--- src/pvs_pkg.sv ---
package pvs_pkg;

  // ************************************************************
  // Register offsets and field positions
  // ************************************************************
  localparam logic [4:0] NEGOTIATED_MODE_STATUS_OFS = 5'h11;
  localparam logic [4:0] TEN_MBPS_CONFIG_STATUS_OFS = 5'h12;

  localparam int RES_FAST_FULL_BIT = 15;
  localparam int RES_FAST_HALF_BIT = 14;
  localparam int RES_SLOW_FULL_BIT = 13;
  localparam int RES_SLOW_HALF_BIT = 12;
  localparam int ADDR_MSB          = 8;
  localparam int ADDR_LSB          = 4;
  localparam int MON_MSB           = 3;
  localparam int MON_LSB           = 0;

  localparam int LINK_PULSE_BIT    = 14;
  localparam int HEARTBEAT_BIT     = 13;
  localparam int SQUELCH_BIT       = 12;
  localparam int JABBER_BIT        = 11;
  localparam int RSVD_RW_BIT       = 10;
  localparam int POLARITY_BIT      = 0;

  localparam int ADDR_WIDTH        = 5;

  // ************************************************************
  // Reset values
  // ************************************************************
  localparam logic [3:0] RESULT_RESET     = 4'hF;
  localparam logic       LINK_PULSE_RESET = 1'h1;
  localparam logic       HEARTBEAT_RESET  = 1'h1;
  localparam logic       SQUELCH_RESET    = 1'h1;
  localparam logic       JABBER_RESET     = 1'h1;
  localparam logic       RSVD_RW_RESET    = 1'h0;
  localparam logic       POLARITY_RESET   = 1'h0;

  // ************************************************************
  // Negotiation monitor codes
  // ************************************************************
  typedef enum logic [3:0] {
    PVS_MON_IDLE         = 4'h0,
    PVS_MON_ABILITY      = 4'h1,
    PVS_MON_ACK          = 4'h2,
    PVS_MON_ACK_FAIL     = 4'h3,
    PVS_MON_CONSIST      = 4'h4,
    PVS_MON_CONSIST_FAIL = 4'h5,
    PVS_MON_PD_READY     = 4'h6,
    PVS_MON_PD_FAIL      = 4'h7,
    PVS_MON_COMPLETE     = 4'h8
  } pvs_mon_type;

  localparam pvs_mon_type MON_RESET = PVS_MON_IDLE;

  // ************************************************************
  // Address matcher states
  // ************************************************************
  typedef enum logic [1:0] {
    PVS_MT_IDLE  = 2'h0,
    PVS_MT_SHIFT = 2'h1,
    PVS_MT_DONE  = 2'h3
  } pvs_mt_state_type;

  localparam logic [2:0] ADDR_LAST_IDX = 3'h4;

endpackage

--- src/pvs_match_if.sv ---
`timescale 1ns/100ps
`default_nettype none

interface pvs_match_if;
  logic       frame_start;
  logic       addr_bit;
  logic       addr_bit_valid;
  logic [4:0] station_addr;
  logic       addr_match;
  logic       addr_done;

  modport regs (
    output frame_start,
    output addr_bit,
    output addr_bit_valid,
    output station_addr,
    input  addr_match,
    input  addr_done
  );

  modport matcher (
    input  frame_start,
    input  addr_bit,
    input  addr_bit_valid,
    input  station_addr,
    output addr_match,
    output addr_done
  );
endinterface

`default_nettype wire

--- src/pvs_addr_match.sv ---
`timescale 1ns/100ps
`default_nettype none

module pvs_addr_match
  import pvs_pkg::*;
(
  input  wire logic       clk_in,
  input  wire logic       rst_n_in,
  pvs_match_if.matcher    mif
);

  // ************************************************************
  // Serial address compare, most significant bit first
  // ************************************************************
  pvs_mt_state_type state;
  pvs_mt_state_type next_state;
  logic [2:0]       idx;
  logic             mismatch;
  logic             match;
  logic             done;

  wire logic       take_bit = (state == PVS_MT_SHIFT) && mif.addr_bit_valid;
  wire logic [2:0] bit_pos  = ADDR_LAST_IDX - idx;
  wire logic       bit_ok   = (mif.addr_bit == mif.station_addr[bit_pos]);
  wire logic       last_bit = (idx == ADDR_LAST_IDX);

  always_comb begin
    next_state = state;
    unique case (state)
      PVS_MT_IDLE: begin
        if (mif.frame_start) begin
          next_state = PVS_MT_SHIFT;
        end
      end
      PVS_MT_SHIFT: begin
        if (mif.frame_start) begin
          next_state = PVS_MT_SHIFT;
        end else if (take_bit && last_bit) begin
          next_state = PVS_MT_DONE;
        end
      end
      PVS_MT_DONE: begin
        if (mif.frame_start) begin
          next_state = PVS_MT_SHIFT;
        end
      end
      default: begin
        next_state = PVS_MT_IDLE;
      end
    endcase
  end

  always_ff @(posedge clk_in or negedge rst_n_in) begin
    if (!rst_n_in) begin
      state    <= PVS_MT_IDLE;
      idx      <= 3'h0;
      mismatch <= 1'b0;
      match    <= 1'b0;
      done     <= 1'b0;
    end else begin
      state <= next_state;
      done  <= take_bit && last_bit;
      if (mif.frame_start) begin
        idx      <= 3'h0;
        mismatch <= 1'b0;
        match    <= 1'b0;
      end else if (take_bit) begin
        idx      <= idx + 3'h1;
        mismatch <= mismatch | ~bit_ok;
        match    <= last_bit & ~(mismatch | ~bit_ok);
      end
    end
  end

  assign mif.addr_match = match;
  assign mif.addr_done  = done;

endmodule

`default_nettype wire

--- src/pvs_regs.sv ---
// How it works
// - A completed negotiation sets exactly one of four result bits 15..12, which reset to all ones.
// - The result bits mean nothing outside auto-negotiation mode and a valid flag says when to use them.
// - Reserved bits read as zero and writes to them are dropped, except config bit 10, which keeps and reads back the value written.
// - The station address is compared against the frame most significant bit first.
// - Bits 3..0 report the negotiation state codes 0 to 5 and reset to zero.
// - The monitor also reports 6, 7 for parallel detection and 8 for successful completion.
// - Link pulse enable resets to one, sends pulses when set and forces link good when clear, at 10 Mbps only.
// - Heartbeat enable resets to one and acts only at 10 Mbps half duplex.
// - Jabber enable resets to one and acts at 10 Mbps full duplex or 10 Mbps loop-back.
// - Polarity reversed follows the 10 Mbps receive logic and resets to zero.
// - A latching-high bit would clear when its register is read.
`timescale 1ns/100ps
`default_nettype none

module pvs_regs
  import pvs_pkg::*;
(
  input  wire logic        clk_in,
  input  wire logic        rst_n_in,
  input  wire logic [4:0]  strap_addr_in,
  input  wire logic [4:0]  reg_addr_in,
  input  wire logic        reg_wr_in,
  input  wire logic        reg_rd_in,
  input  wire logic [15:0] reg_wdata_in,
  output logic [15:0]      reg_rdata_out,
  output logic             reg_rvalid_out,
  input  wire logic        frame_start_in,
  input  wire logic        frame_addr_bit_in,
  input  wire logic        frame_addr_valid_in,
  output logic             addr_match_out,
  output logic             addr_done_out,
  input  wire logic        an_mode_in,
  input  wire logic        an_complete_in,
  input  wire logic        an_speed_100_in,
  input  wire logic        an_full_duplex_in,
  input  wire logic [3:0]  an_monitor_in,
  input  wire logic        speed_10_in,
  input  wire logic        full_duplex_in,
  input  wire logic        loopback_in,
  input  wire logic        polarity_reversed_in,
  output logic             result_valid_out,
  output logic             link_pulse_enable_out,
  output logic             force_link_good_out,
  output logic             heartbeat_active_out,
  output logic             squelch_normal_out,
  output logic             jabber_active_out,
  output logic [4:0]       mgmt_station_addr_out
);

  // ************************************************************
  // Helpers
  // ************************************************************
  function automatic logic mon_legal(input logic [3:0] code);
    mon_legal = (code <= 4'(PVS_MON_COMPLETE));
  endfunction

  function automatic logic [3:0] result_onehot(input logic fast, input logic full);
    logic [3:0] r;
    r = 4'h0;
    unique case ({fast, full})
      2'b11: r[RES_FAST_FULL_BIT - RES_SLOW_HALF_BIT] = 1'b1;
      2'b10: r[RES_FAST_HALF_BIT - RES_SLOW_HALF_BIT] = 1'b1;
      2'b01: r[RES_SLOW_FULL_BIT - RES_SLOW_HALF_BIT] = 1'b1;
      2'b00: r[0] = 1'b1;
    endcase
    result_onehot = r;
  endfunction

  // ************************************************************
  // Storage
  // ************************************************************
  logic [3:0]           neg_result;
  pvs_mon_type          negotiation_monitor_code;
  logic [4:0]           mgmt_station_addr;
  logic                 strap_taken;
  logic                 link_pulse_enable;
  logic                 heartbeat_enable;
  logic                 squelch_enable;
  logic                 jabber_enable;
  logic                 rsvd_rw;
  logic                 polarity_reversed;
  logic [15:0]          rdata;
  logic                 rvalid;

  wire logic sel_status = (reg_addr_in == NEGOTIATED_MODE_STATUS_OFS);
  wire logic sel_config = (reg_addr_in == TEN_MBPS_CONFIG_STATUS_OFS);
  wire logic wr_status  = reg_wr_in && sel_status;
  wire logic wr_config  = reg_wr_in && sel_config;

  // ************************************************************
  // Read images
  // ************************************************************
  logic [15:0] status_image;
  logic [15:0] config_image;

  always_comb begin
    status_image = 16'h0000;
    status_image[RES_FAST_FULL_BIT:RES_SLOW_HALF_BIT] = neg_result;
    status_image[ADDR_MSB:ADDR_LSB] = mgmt_station_addr;
    status_image[MON_MSB:MON_LSB] = negotiation_monitor_code;
  end

  always_comb begin
    config_image = 16'h0000;
    config_image[LINK_PULSE_BIT] = link_pulse_enable;
    config_image[HEARTBEAT_BIT]  = heartbeat_enable;
    config_image[SQUELCH_BIT]    = squelch_enable;
    config_image[JABBER_BIT]     = jabber_enable;
    config_image[RSVD_RW_BIT]    = rsvd_rw;
    config_image[POLARITY_BIT]   = polarity_reversed;
  end

  // Reading has no side effect: neither register holds a latching-high bit.
  wire logic [15:0] next_rdata = sel_status ? status_image :
                                 sel_config ? config_image : 16'h0000;

  always_ff @(posedge clk_in or negedge rst_n_in) begin
    if (!rst_n_in) begin
      rdata  <= 16'h0000;
      rvalid <= 1'b0;
    end else begin
      rvalid <= reg_rd_in;
      if (reg_rd_in) begin
        rdata <= next_rdata;
      end
    end
  end

  // ************************************************************
  // Negotiation result and monitor
  // ************************************************************
  always_ff @(posedge clk_in or negedge rst_n_in) begin
    if (!rst_n_in) begin
      neg_result               <= RESULT_RESET;
      negotiation_monitor_code <= MON_RESET;
    end else begin
      if (an_complete_in) begin
        neg_result <= result_onehot(an_speed_100_in, an_full_duplex_in);
      end
      if (mon_legal(an_monitor_in)) begin
        negotiation_monitor_code <= pvs_mon_type'(an_monitor_in);
      end
    end
  end

  // ************************************************************
  // Station address
  // ************************************************************
  always_ff @(posedge clk_in or negedge rst_n_in) begin
    if (!rst_n_in) begin
      strap_taken       <= 1'b0;
      mgmt_station_addr <= 5'h00;
    end else begin
      strap_taken <= 1'b1;
      if (!strap_taken) begin
        mgmt_station_addr <= strap_addr_in;
      end else if (wr_status) begin
        mgmt_station_addr <= reg_wdata_in[ADDR_MSB:ADDR_LSB];
      end
    end
  end

  // ************************************************************
  // 10 Mbps configuration
  // ************************************************************
  always_ff @(posedge clk_in or negedge rst_n_in) begin
    if (!rst_n_in) begin
      link_pulse_enable <= LINK_PULSE_RESET;
      heartbeat_enable  <= HEARTBEAT_RESET;
      squelch_enable    <= SQUELCH_RESET;
      jabber_enable     <= JABBER_RESET;
      rsvd_rw           <= RSVD_RW_RESET;
      polarity_reversed <= POLARITY_RESET;
    end else begin
      polarity_reversed <= polarity_reversed_in;
      if (wr_config) begin
        link_pulse_enable <= reg_wdata_in[LINK_PULSE_BIT];
        heartbeat_enable  <= reg_wdata_in[HEARTBEAT_BIT];
        squelch_enable    <= reg_wdata_in[SQUELCH_BIT];
        jabber_enable     <= reg_wdata_in[JABBER_BIT];
        rsvd_rw           <= reg_wdata_in[RSVD_RW_BIT];
      end
    end
  end

  // ************************************************************
  // Address matcher
  // ************************************************************
  pvs_match_if mif ();

  assign mif.frame_start    = frame_start_in;
  assign mif.addr_bit       = frame_addr_bit_in;
  assign mif.addr_bit_valid = frame_addr_valid_in;
  assign mif.station_addr   = mgmt_station_addr;

  pvs_addr_match u_match (
    .clk_in   (clk_in),
    .rst_n_in (rst_n_in),
    .mif      (mif.matcher)
  );

  // ************************************************************
  // Outputs
  // ************************************************************
  assign reg_rdata_out         = rdata;
  assign reg_rvalid_out        = rvalid;
  assign addr_match_out        = mif.addr_match;
  assign addr_done_out         = mif.addr_done;
  assign result_valid_out      = an_mode_in;
  assign mgmt_station_addr_out = mgmt_station_addr;
  assign link_pulse_enable_out = link_pulse_enable & speed_10_in;
  assign force_link_good_out   = ~link_pulse_enable & speed_10_in;
  assign heartbeat_active_out  = heartbeat_enable & speed_10_in & ~full_duplex_in;
  assign squelch_normal_out    = squelch_enable;
  assign jabber_active_out     = jabber_enable & speed_10_in
                                 & (full_duplex_in | loopback_in);

endmodule

`default_nettype wire

--- config.mk ---
export PLATFORM = sky130hd
export DESIGN_NAME = pvs_regs
export DESIGN_NICKNAME = d
export VERILOG_FILES = /design/src/pvs_pkg.sv /design/src/pvs_match_if.sv /design/src/pvs_addr_match.sv /design/src/pvs_regs.sv
export SDC_FILE = /design/constraint.sdc
export NUM_CORES = 1
export LEC_CHECK = 0
export BUFFER_PORTS_ARGS = -buffer_cell sky130_fd_sc_hd__buf_2
export CORE_ASPECT_RATIO = 0.9
export CORE_UTILIZATION = 49
export CTS_CLUSTER_DIAMETER = 30
export DETAILED_ROUTE_END_ITERATION = 6
export PLACE_DENSITY = 0.79
export SYNTH_ARGS = -nofsm -noshare
export SYNTH_HDL_FRONTEND = slang
export SYNTH_SLANG_ARGS = --single-unit
--- constraint.sdc ---
create_clock -name clk_in -period 2.2 [get_ports clk_in]
set_input_delay 0.22 -clock clk_in [delete_from_list [all_inputs] [get_ports clk_in]]
set_output_delay 0.22 -clock clk_in [all_outputs]
set_load 0.05 [all_outputs]
==> Word level (Yosys, flattened, before mapping) <==
Index checks and enable logic that the tools add are counted.
{ "op_classes": {"eq_ne": 12, "n_lt_le_gt_ge": 2, "n_addsub": 2, "reduce_logical": 9, "muxes": 20, "bitwise": 13} }
{ "ops": {"columns": ["operator", "n"], "rows": [
  ["$mux W16", 1],
  ["$mux W15", 1],
  ["$eq A5 B5 Y1 const B", 2],
  ["$mux W5", 2],
  ["$mux W1", 9],
  ["$and A1 B1 Y1", 7],
  ["$eq A2 B2 Y1 const B", 3],
  ["$mux W2", 3],
  ["$mux W3", 2],
  ["$eq A2 B1 Y1 const B", 2],
  ["$le A4 B4 Y1 const B", 1],
  ["$logic_and A1 B1 Y1", 4],
  ["$logic_not A2 Y1", 2],
  ["$lt A3 B4 Y1 const B", 1],
  ["$ne A2 B1 Y1 const B", 2],
  ["$not A1 Y1", 4],
  ["$pmux W2 S2", 1],
  ["$add A3 B1 Y3 const B", 1],
  ["$bmux W1 S3", 1],
  ["$eq A3 B3 Y1 const B", 1],
  ["$ne A3 B3 Y1 const B", 1],
  ["$sub A3 B3 Y3 const A", 1],
  ["$or A1 B1 Y1", 2],
  ["$reduce_and A2 Y1", 1],
  ["other kinds (3)", 3]
]} }
{ "word_totals": {"in_bits": 45, "regBits": 45, "out_inout_bits": 30, "word_cells": 75} }

==> Longest topological paths before layout <==
{ "depth": {"depth_word": 10, "depth_mapped": 8} }

==> Modules after synthesis <==
Synthesis repeated with hierarchy kept, for this count alone.
{ "unflattened": {"hier_cells": 186, "area_unflattened_um2": 2069.5} }
{ "by_module_without_submodules": {"columns": ["module", "cells_each", "instances", "seq_area_each_um2", "area_each_um2"], "rows": [
  ["pvs_regs", 132, 1, 910.9, 1544.0],
  ["pvs_addr_match", 54, 1, 200.2, 525.5]
]} }

==> Worst setup path before layout <==
Ideal clock, no wire load.
{ "synth_timing": {"path_type": "reg-to-reg", "start": "register u_match.idx[0]", "end": "register u_match.mismatch", "arrival_time_ns": 1.578, "n_path_buf": 0, "stages_incl_launch_ff": 9, "path_slack_ns": 0.485, "cell_sequence": "dfrtp_1 > inv_1 > ha_1 > ha_1 > nand3b_1 > o21a_1 > o211ai_1 > o31a_1 > o221ai_1"} }
{ "synth_between": {"elab_chain_len": 8} }
{ "synth_rtl": {"columns": ["item", "line", "text"], "rows": [
  ["start: declaration", "pvs_addr_match.sv:17", "logic [2:0] idx;"],
  ["start signal: assignment", "pvs_addr_match.sv:68", "idx <= idx + 3'h1;"],
  ["$sub A3 B3 Y3", "pvs_addr_match.sv:23", "wire logic [2:0] bit_pos = ADDR_LAST_IDX - idx;"],
  ["$bmux W1 S3", "pvs_addr_match.sv:24", "wire logic bit_ok = (mif.addr_bit == mif.station_addr[bit_pos]);"],
  ["$mux W1 (not written as such)", "pvs_addr_match.sv:24", null],
  ["$eq A1 B1 Y1", "pvs_addr_match.sv:24", null],
  ["$not A1 Y1", "pvs_addr_match.sv:69", "mismatch <= mismatch | ~bit_ok;"],
  ["$or A1 B1 Y1", "pvs_addr_match.sv:69", null],
  ["$mux W1", "pvs_addr_match.sv:67", "end else if (take_bit) begin"],
  ["$mux W1", "pvs_addr_match.sv:63", "if (mif.frame_start) begin"],
  ["end signal: assignment", "pvs_addr_match.sv:69", null],
  ["end: declaration", "pvs_addr_match.sv:18", "logic mismatch;"]
]} }
Every way passes these cells. The select of a mux whose other input is x is not followed.
A chain may end at the register's enable or synchronous reset.

==> Worst setup path in the final report <==
Ends and elaborated chain as after synthesis.

==> run_summary.xml <==
<?xml version="1.0" encoding="UTF-8"?>
<metrics>
  <group name="die">
    <metric name="fp.dieArea" unit="µm²">4440</metric>
    <metric name="count_of_standard_cell_rows" unit="">21</metric>
    <metric name="die_w" unit="µm">70.2</metric>
    <metric name="core-area" unit="µm²">3860</metric>
    <metric name="starting_density" unit="">0.530</metric>
    <metric name="top_level_ports" unit="">75</metric>
    <metric name="die_height" unit="µm">63.3</metric>
  </group>
  <group name="global_routing">
    <metric name="grt_pass1_vias" unit="">1492</metric>
    <metric name="global_route.peak_usage_layer" unit="">met2</metric>
    <metric name="grtUsageMet1" unit="">0.273</metric>
    <metric name="grt_usage" unit="">0.199</metric>
    <metric name="overflow" unit="">0</metric>
    <metric name="antenna_found_initial" unit="">0</metric>
    <metric name="grt_use_met2" unit="">0.298</metric>
    <metric name="maximum_number_of_pins_on_one_net_before_global_route_repair" unit="">32</metric>
    <metric name="grt_pass1_wl" unit="µm">6820</metric>
    <metric name="grt_use_met3" unit="">0.0656</metric>
  </group>
  <group name="logic_synthesis">
    <metric name="netlist.top_cell.by_area" unit="">sky130_fd_sc_hd__dfrtp_1</metric>
    <metric name="syn_nets" unit="">248</metric>
    <metric name="synth-seq-cells" unit="">44</metric>
    <metric name="synth_async_sr_flop_share" unit="">1.00</metric>
    <metric name="synth-adder-area-share" unit="">0.0305</metric>
    <metric name="yosys.area_share.xor_xnor" unit="">0.0128</metric>
    <metric name="synth_top_family_by_area" unit="">simple AND/OR/NAND/NOR gates</metric>
    <metric name="ys_types" unit="">37</metric>
    <metric name="syn_avg_cell_area" unit="µm²">10.3</metric>
    <metric name="yosys.area.top_type_share" unit="">0.440</metric>
    <metric name="post_synth_and_or_nand_nor_area_fraction" unit="">0.141</metric>
    <metric name="synth_edf_count" unit="">0</metric>
    <metric name="synth.area.mux_share" unit="">0.0696</metric>
    <metric name="synthCells" unit="">198</metric>
    <metric name="synth.yosys.seq_area_share" unit="">0.542</metric>
    <metric name="ys.flop_type" unit="">sky130_fd_sc_hd__dfrtp_1</metric>
    <metric name="ys.warnings.count" unit="">0</metric>
    <metric name="mappedNetlistArea" unit="µm²">2050</metric>
    <metric name="compound_gate_portion_of_the_synthesized_area" unit="">0.136</metric>
    <metric name="netlist_top_cells_area" unit="">sky130_fd_sc_hd__dfrtp_1, sky130_fd_sc_hd__dfstp_2, sky130_fd_sc_hd__o21ai_0</metric>
  </group>
  <group name="timing">
    <metric name="setup_viol_count_final" unit="">0</metric>
    <metric name="timing.setup.tns" unit="ns">0</metric>
    <metric name="report.final.hold_viol_count" unit="">0</metric>
    <metric name="period_utilization_post_route" unit="">0.827</metric>
    <metric name="postLayoutSetupSlackWorst" unit="ns">0.381</metric>
    <metric name="number_of_max_slew_violations_in_the_final_report" unit="">0</metric>
    <metric name="worst_pin_slew" unit="ns">0.530</metric>
    <metric name="finalClockSkew" unit="ns">0.00671</metric>
    <metric name="finalWorstPathRequiredPeriod" unit="ns">1.82</metric>
    <metric name="max_clock_freq" unit="MHz">550</metric>
    <metric name="worst_slew_margin_relative_to_its_limit" unit="">0.647</metric>
    <metric name="grt_setup_unrepaired" unit="">no</metric>
  </group>
  <group name="pwr">
    <metric name="seq_power_share" unit="">0.513</metric>
    <metric name="power.share.clock" unit="">0.283</metric>
    <metric name="power_frac_comb" unit="">0.205</metric>
    <metric name="power-per-cell-area" unit="nW/µm²">726</metric>
    <metric name="switching_power_summed_over_all_nets" unit="W">0.000543</metric>
    <metric name="total_leakage_power" unit="nW">1.28</metric>
    <metric name="ir_drop_worst_vdd" unit="mV">0.470</metric>
    <metric name="p_int" unit="W">0.00127</metric>
    <metric name="sw_frac_of_total" unit="">0.299</metric>
  </group>
  <group name="detailed_routing">
    <metric name="drt-vias-per-instance" unit="">5.13</metric>
    <metric name="detail_route.wl_per_cell" unit="µm">12.7</metric>
    <metric name="postRouteAntennaNets" unit="">0</metric>
    <metric name="detail_route.iter0.violations" unit="">87</metric>
    <metric name="route.vias.total" unit="">1594</metric>
    <metric name="drt_first_pass_iters" unit="">4</metric>
    <metric name="detail_route.drc_violations" unit="">0</metric>
    <metric name="detail_route.wirelength" unit="µm">3960</metric>
  </group>
  <group name="cts">
    <metric name="cts.hold.buffers_added" unit="">1</metric>
    <metric name="clkSlewWorstSetupHoldPaths" unit="ns">0.08</metric>
    <metric name="cts_resized" unit="">0</metric>
    <metric name="worstSkewPairLatency" unit="ns">0.29</metric>
    <metric name="cts_made_buffers" unit="">5</metric>
    <metric name="post_cts_buffers" unit="">0</metric>
    <metric name="clockBufferDepth" unit="">2</metric>
    <metric name="cts_tree" unit="">yes</metric>
    <metric name="cts_sink_cnt" unit="">44</metric>
    <metric name="cts-htree-levels" unit="">2</metric>
    <metric name="clock_tree.root_cell" unit="">sky130_fd_sc_hd__clkbuf_8</metric>
  </group>
  <group name="critical_path">
    <metric name="start_kind" unit="">flip-flop</metric>
    <metric name="critical_path.n_buffers_inverters" unit="">1</metric>
    <metric name="crit_slowest_cell" unit="">sky130_fd_sc_hd__dfrtp_1</metric>
    <metric name="crit_top_cell" unit="">sky130_fd_sc_hd__ha_1</metric>
    <metric name="cp_max_fo" unit="">5</metric>
    <metric name="timing.critical_path.slowest_cell_delay" unit="ns">0.44</metric>
    <metric name="worstPathArrival" unit="ns">1.99</metric>
    <metric name="worst_setup_path_end_kind" unit="">flip-flop</metric>
    <metric name="kind_of_cell_adding_the_most_delay_to_the_critical_path" unit="">compound AO/OA/AOI/OAI gates</metric>
    <metric name="crit_path_cell_trace" unit="">inv_1 -&gt; ha_1 -&gt; ha_1 -&gt; nand3b_1 -&gt; o21a_1 -&gt; o211ai_1 -&gt; o31a_1 -&gt; o221ai_1</metric>
    <metric name="worst-endpoint-required" unit="ns">2.37</metric>
    <metric name="path_class" unit="">flip-flop to flip-flop</metric>
  </group>
  <group name="layout">
    <metric name="fin_nets" unit="">314</metric>
    <metric name="final.fill_count" unit="">319</metric>
    <metric name="areaGrowthSynthToFinish" unit="%">22.1</metric>
    <metric name="insertedDiodeCount" unit="">0</metric>
    <metric name="fraction_of_final_layout_cells_with_drive_strength_greater_than_1" unit="">0.347</metric>
    <metric name="postLayoutCoreUtil" unit="">0.647</metric>
    <metric name="finished_layout_cells" unit="">311</metric>
  </group>
  <group name="flow_run">
    <metric name="max_cap_viol_count" unit="">0</metric>
  </group>
  <group name="hold_path">
    <metric name="worstHoldPathType" unit="">primary input to flip-flop</metric>
  </group>
  <group name="run_status">
    <metric name="run_status" unit="">completed</metric>
  </group>
  <group name="placement">
    <metric name="place.port_buffers" unit="">65</metric>
    <metric name="gp_congestion" unit="">0.838</metric>
    <metric name="post-place-cells" unit="">302</metric>
    <metric name="place.detailed.hpwl" unit="µm">2890</metric>
    <metric name="pre_cts_slack" unit="ns">0.370</metric>
  </group>
</metrics>
## path summary, 6_finish.rpt
path	start	end	slack (ns)	cells past startpoint
max	u_match.idx[0]	u_match.mismatch	0.38	8
min	polarity_reversed_in	polarity_reversed	0.03	1
max reg2reg	u_match.idx[0]	u_match.mismatch	0.38	8
min reg2reg	u_match.mismatch	u_match.mif.addr_match	0.49	1
max in group asynchronous	rst_n_in	jabber_enable	1.27	3
min in group asynchronous	rst_n_in	reg_rvalid_out	0.34	2
## cells in the mapped netlist (5+ instances only)
master / n
sky130_fd_sc_hd__o21ai_0: 18
sky130_fd_sc_hd__ha_1: 5
sky130_fd_sc_hd__a21oi_1: 15
sky130_fd_sc_hd__dfrtp_1: 36
sky130_fd_sc_hd__nor2_1: 16
sky130_fd_sc_hd__mux2i_1: 6
sky130_fd_sc_hd__mux2_2: 6
sky130_fd_sc_hd__dfstp_2: 8
sky130_fd_sc_hd__nor2b_1: 5
sky130_fd_sc_hd__inv_1: 23
sky130_fd_sc_hd__nand3_1: 15
## cell usage in the layout, fill, tap and decap left out, types with 2 or more instances in the layout
master                     synthesis  routed
sky130_fd_sc_hd__nor2b_1           5       5
sky130_fd_sc_hd__nand3b_1          4       4
sky130_fd_sc_hd__buf_4             3       2
sky130_fd_sc_hd__nand2_1           3       3
sky130_fd_sc_hd__mux2i_1           6       6
sky130_fd_sc_hd__a22oi_1           4       4
sky130_fd_sc_hd__buf_2             1      65
sky130_fd_sc_hd__a21oi_1          15      15
sky130_fd_sc_hd__o21ai_0          18      18
sky130_fd_sc_hd__nor2_1           16      16
sky130_fd_sc_hd__mux2_2            6       6
sky130_fd_sc_hd__dfstp_2           8       8
sky130_fd_sc_hd__and3_1            2       2
sky130_fd_sc_hd__clkbuf_8          0       6
sky130_fd_sc_hd__nand3_1          15      15
sky130_fd_sc_hd__xor2_1            2       2
sky130_fd_sc_hd__clkbuf_1          3       2
sky130_fd_sc_hd__dfrtp_1          36      36
sky130_fd_sc_hd__conb_1            2       2
sky130_fd_sc_hd__inv_1            23      23
sky130_fd_sc_hd__ha_1              5       5
sky130_fd_sc_hd__nand4_1           2       2
sky130_fd_sc_hd__o21a_1            3       3
## per-stage QoR
| stage | hold WS (ns) | area [µm²] | total power, W |
|---|---|---|---|
| 3_5_place_dp | 0.131 | 2400 | 0.00132 |
| 3_3_place_gp | 0.130 | 2400 | 0.00131 |
| 5_1_grt | 0.0143 | 2500 | 0.00191 |
| 6_report | 0.0272 | 2500 | 0.00182 |
| 2_1_floorplan | -0.0756 | 2050 | 0.00121 |
| 4_1_cts | 0.0249 | 2500 | 0.00183 |
## cell families (layout without fill, tap and decap cells)
logic type	after synthesis	after routing
fa+ha+maj	5	5
flops	44	44
compound gates	46	46
other cells	2	2
mux	13	13
buf+inv	32	99
xor+xnor	3	3
simple gates	53	53
## flip-flops by register name, indices dropped and copies added (netlist names), 2 cells and up
| signal | cells |
|---|---|
| mgmt_station_addr_out | 5 |
| u_match.idx | 3 |
| reg_rdata_out | 15 |
| u_match.state | 2 |
| neg_result | 4 |
| negotiation_monitor_code | 4 |
## worst reg2reg max path, cell delays in order (launching register included)
cell and delay (ns):
sky130_fd_sc_hd__dfrtp_1 0.44, sky130_fd_sc_hd__inv_1 0.10, sky130_fd_sc_hd__ha_1 0.21, sky130_fd_sc_hd__ha_1 0.31
sky130_fd_sc_hd__nand3b_1 0.09, sky130_fd_sc_hd__o21a_1 0.15, sky130_fd_sc_hd__o211ai_1 0.17, sky130_fd_sc_hd__o31a_1 0.16
sky130_fd_sc_hd__o221ai_1 0.10
## power by group through the flow
stage          Clock [W]  Combinational (W)  Sequential (W)
6_report        0.000513           0.000372        0.000931
5_1_grt         0.000561           0.000407        0.000941
4_1_cts         0.000521           0.000376        0.000931
3_5_place_dp           0           0.000373        0.000947
3_3_place_gp           0           0.000367        0.000944
2_1_floorplan          0           0.000197         0.00101
## layout make-up
class                      count  area (µm²)  area share
timing repair buffer          68         350       0.140
clock buffer                   8        90.1      0.0360
inverter                      23        86.3      0.0345
tap                           46        57.6      0.0230
sequential                    44        1110       0.444
multi-input combinational    122         805       0.322
## layer usage
| layer | vias to the layer above | part of all wire |
|---|---|---|
| li1 | 804 | - |
| met1 | 741 | 0.49 |
| met2 | 42 | 0.44 |
| met3 | 7 | 0.053 |
| met4 | 0 | 0.012 |
| met5 | - | 0 |
Power figures use the tool's default switching activity.
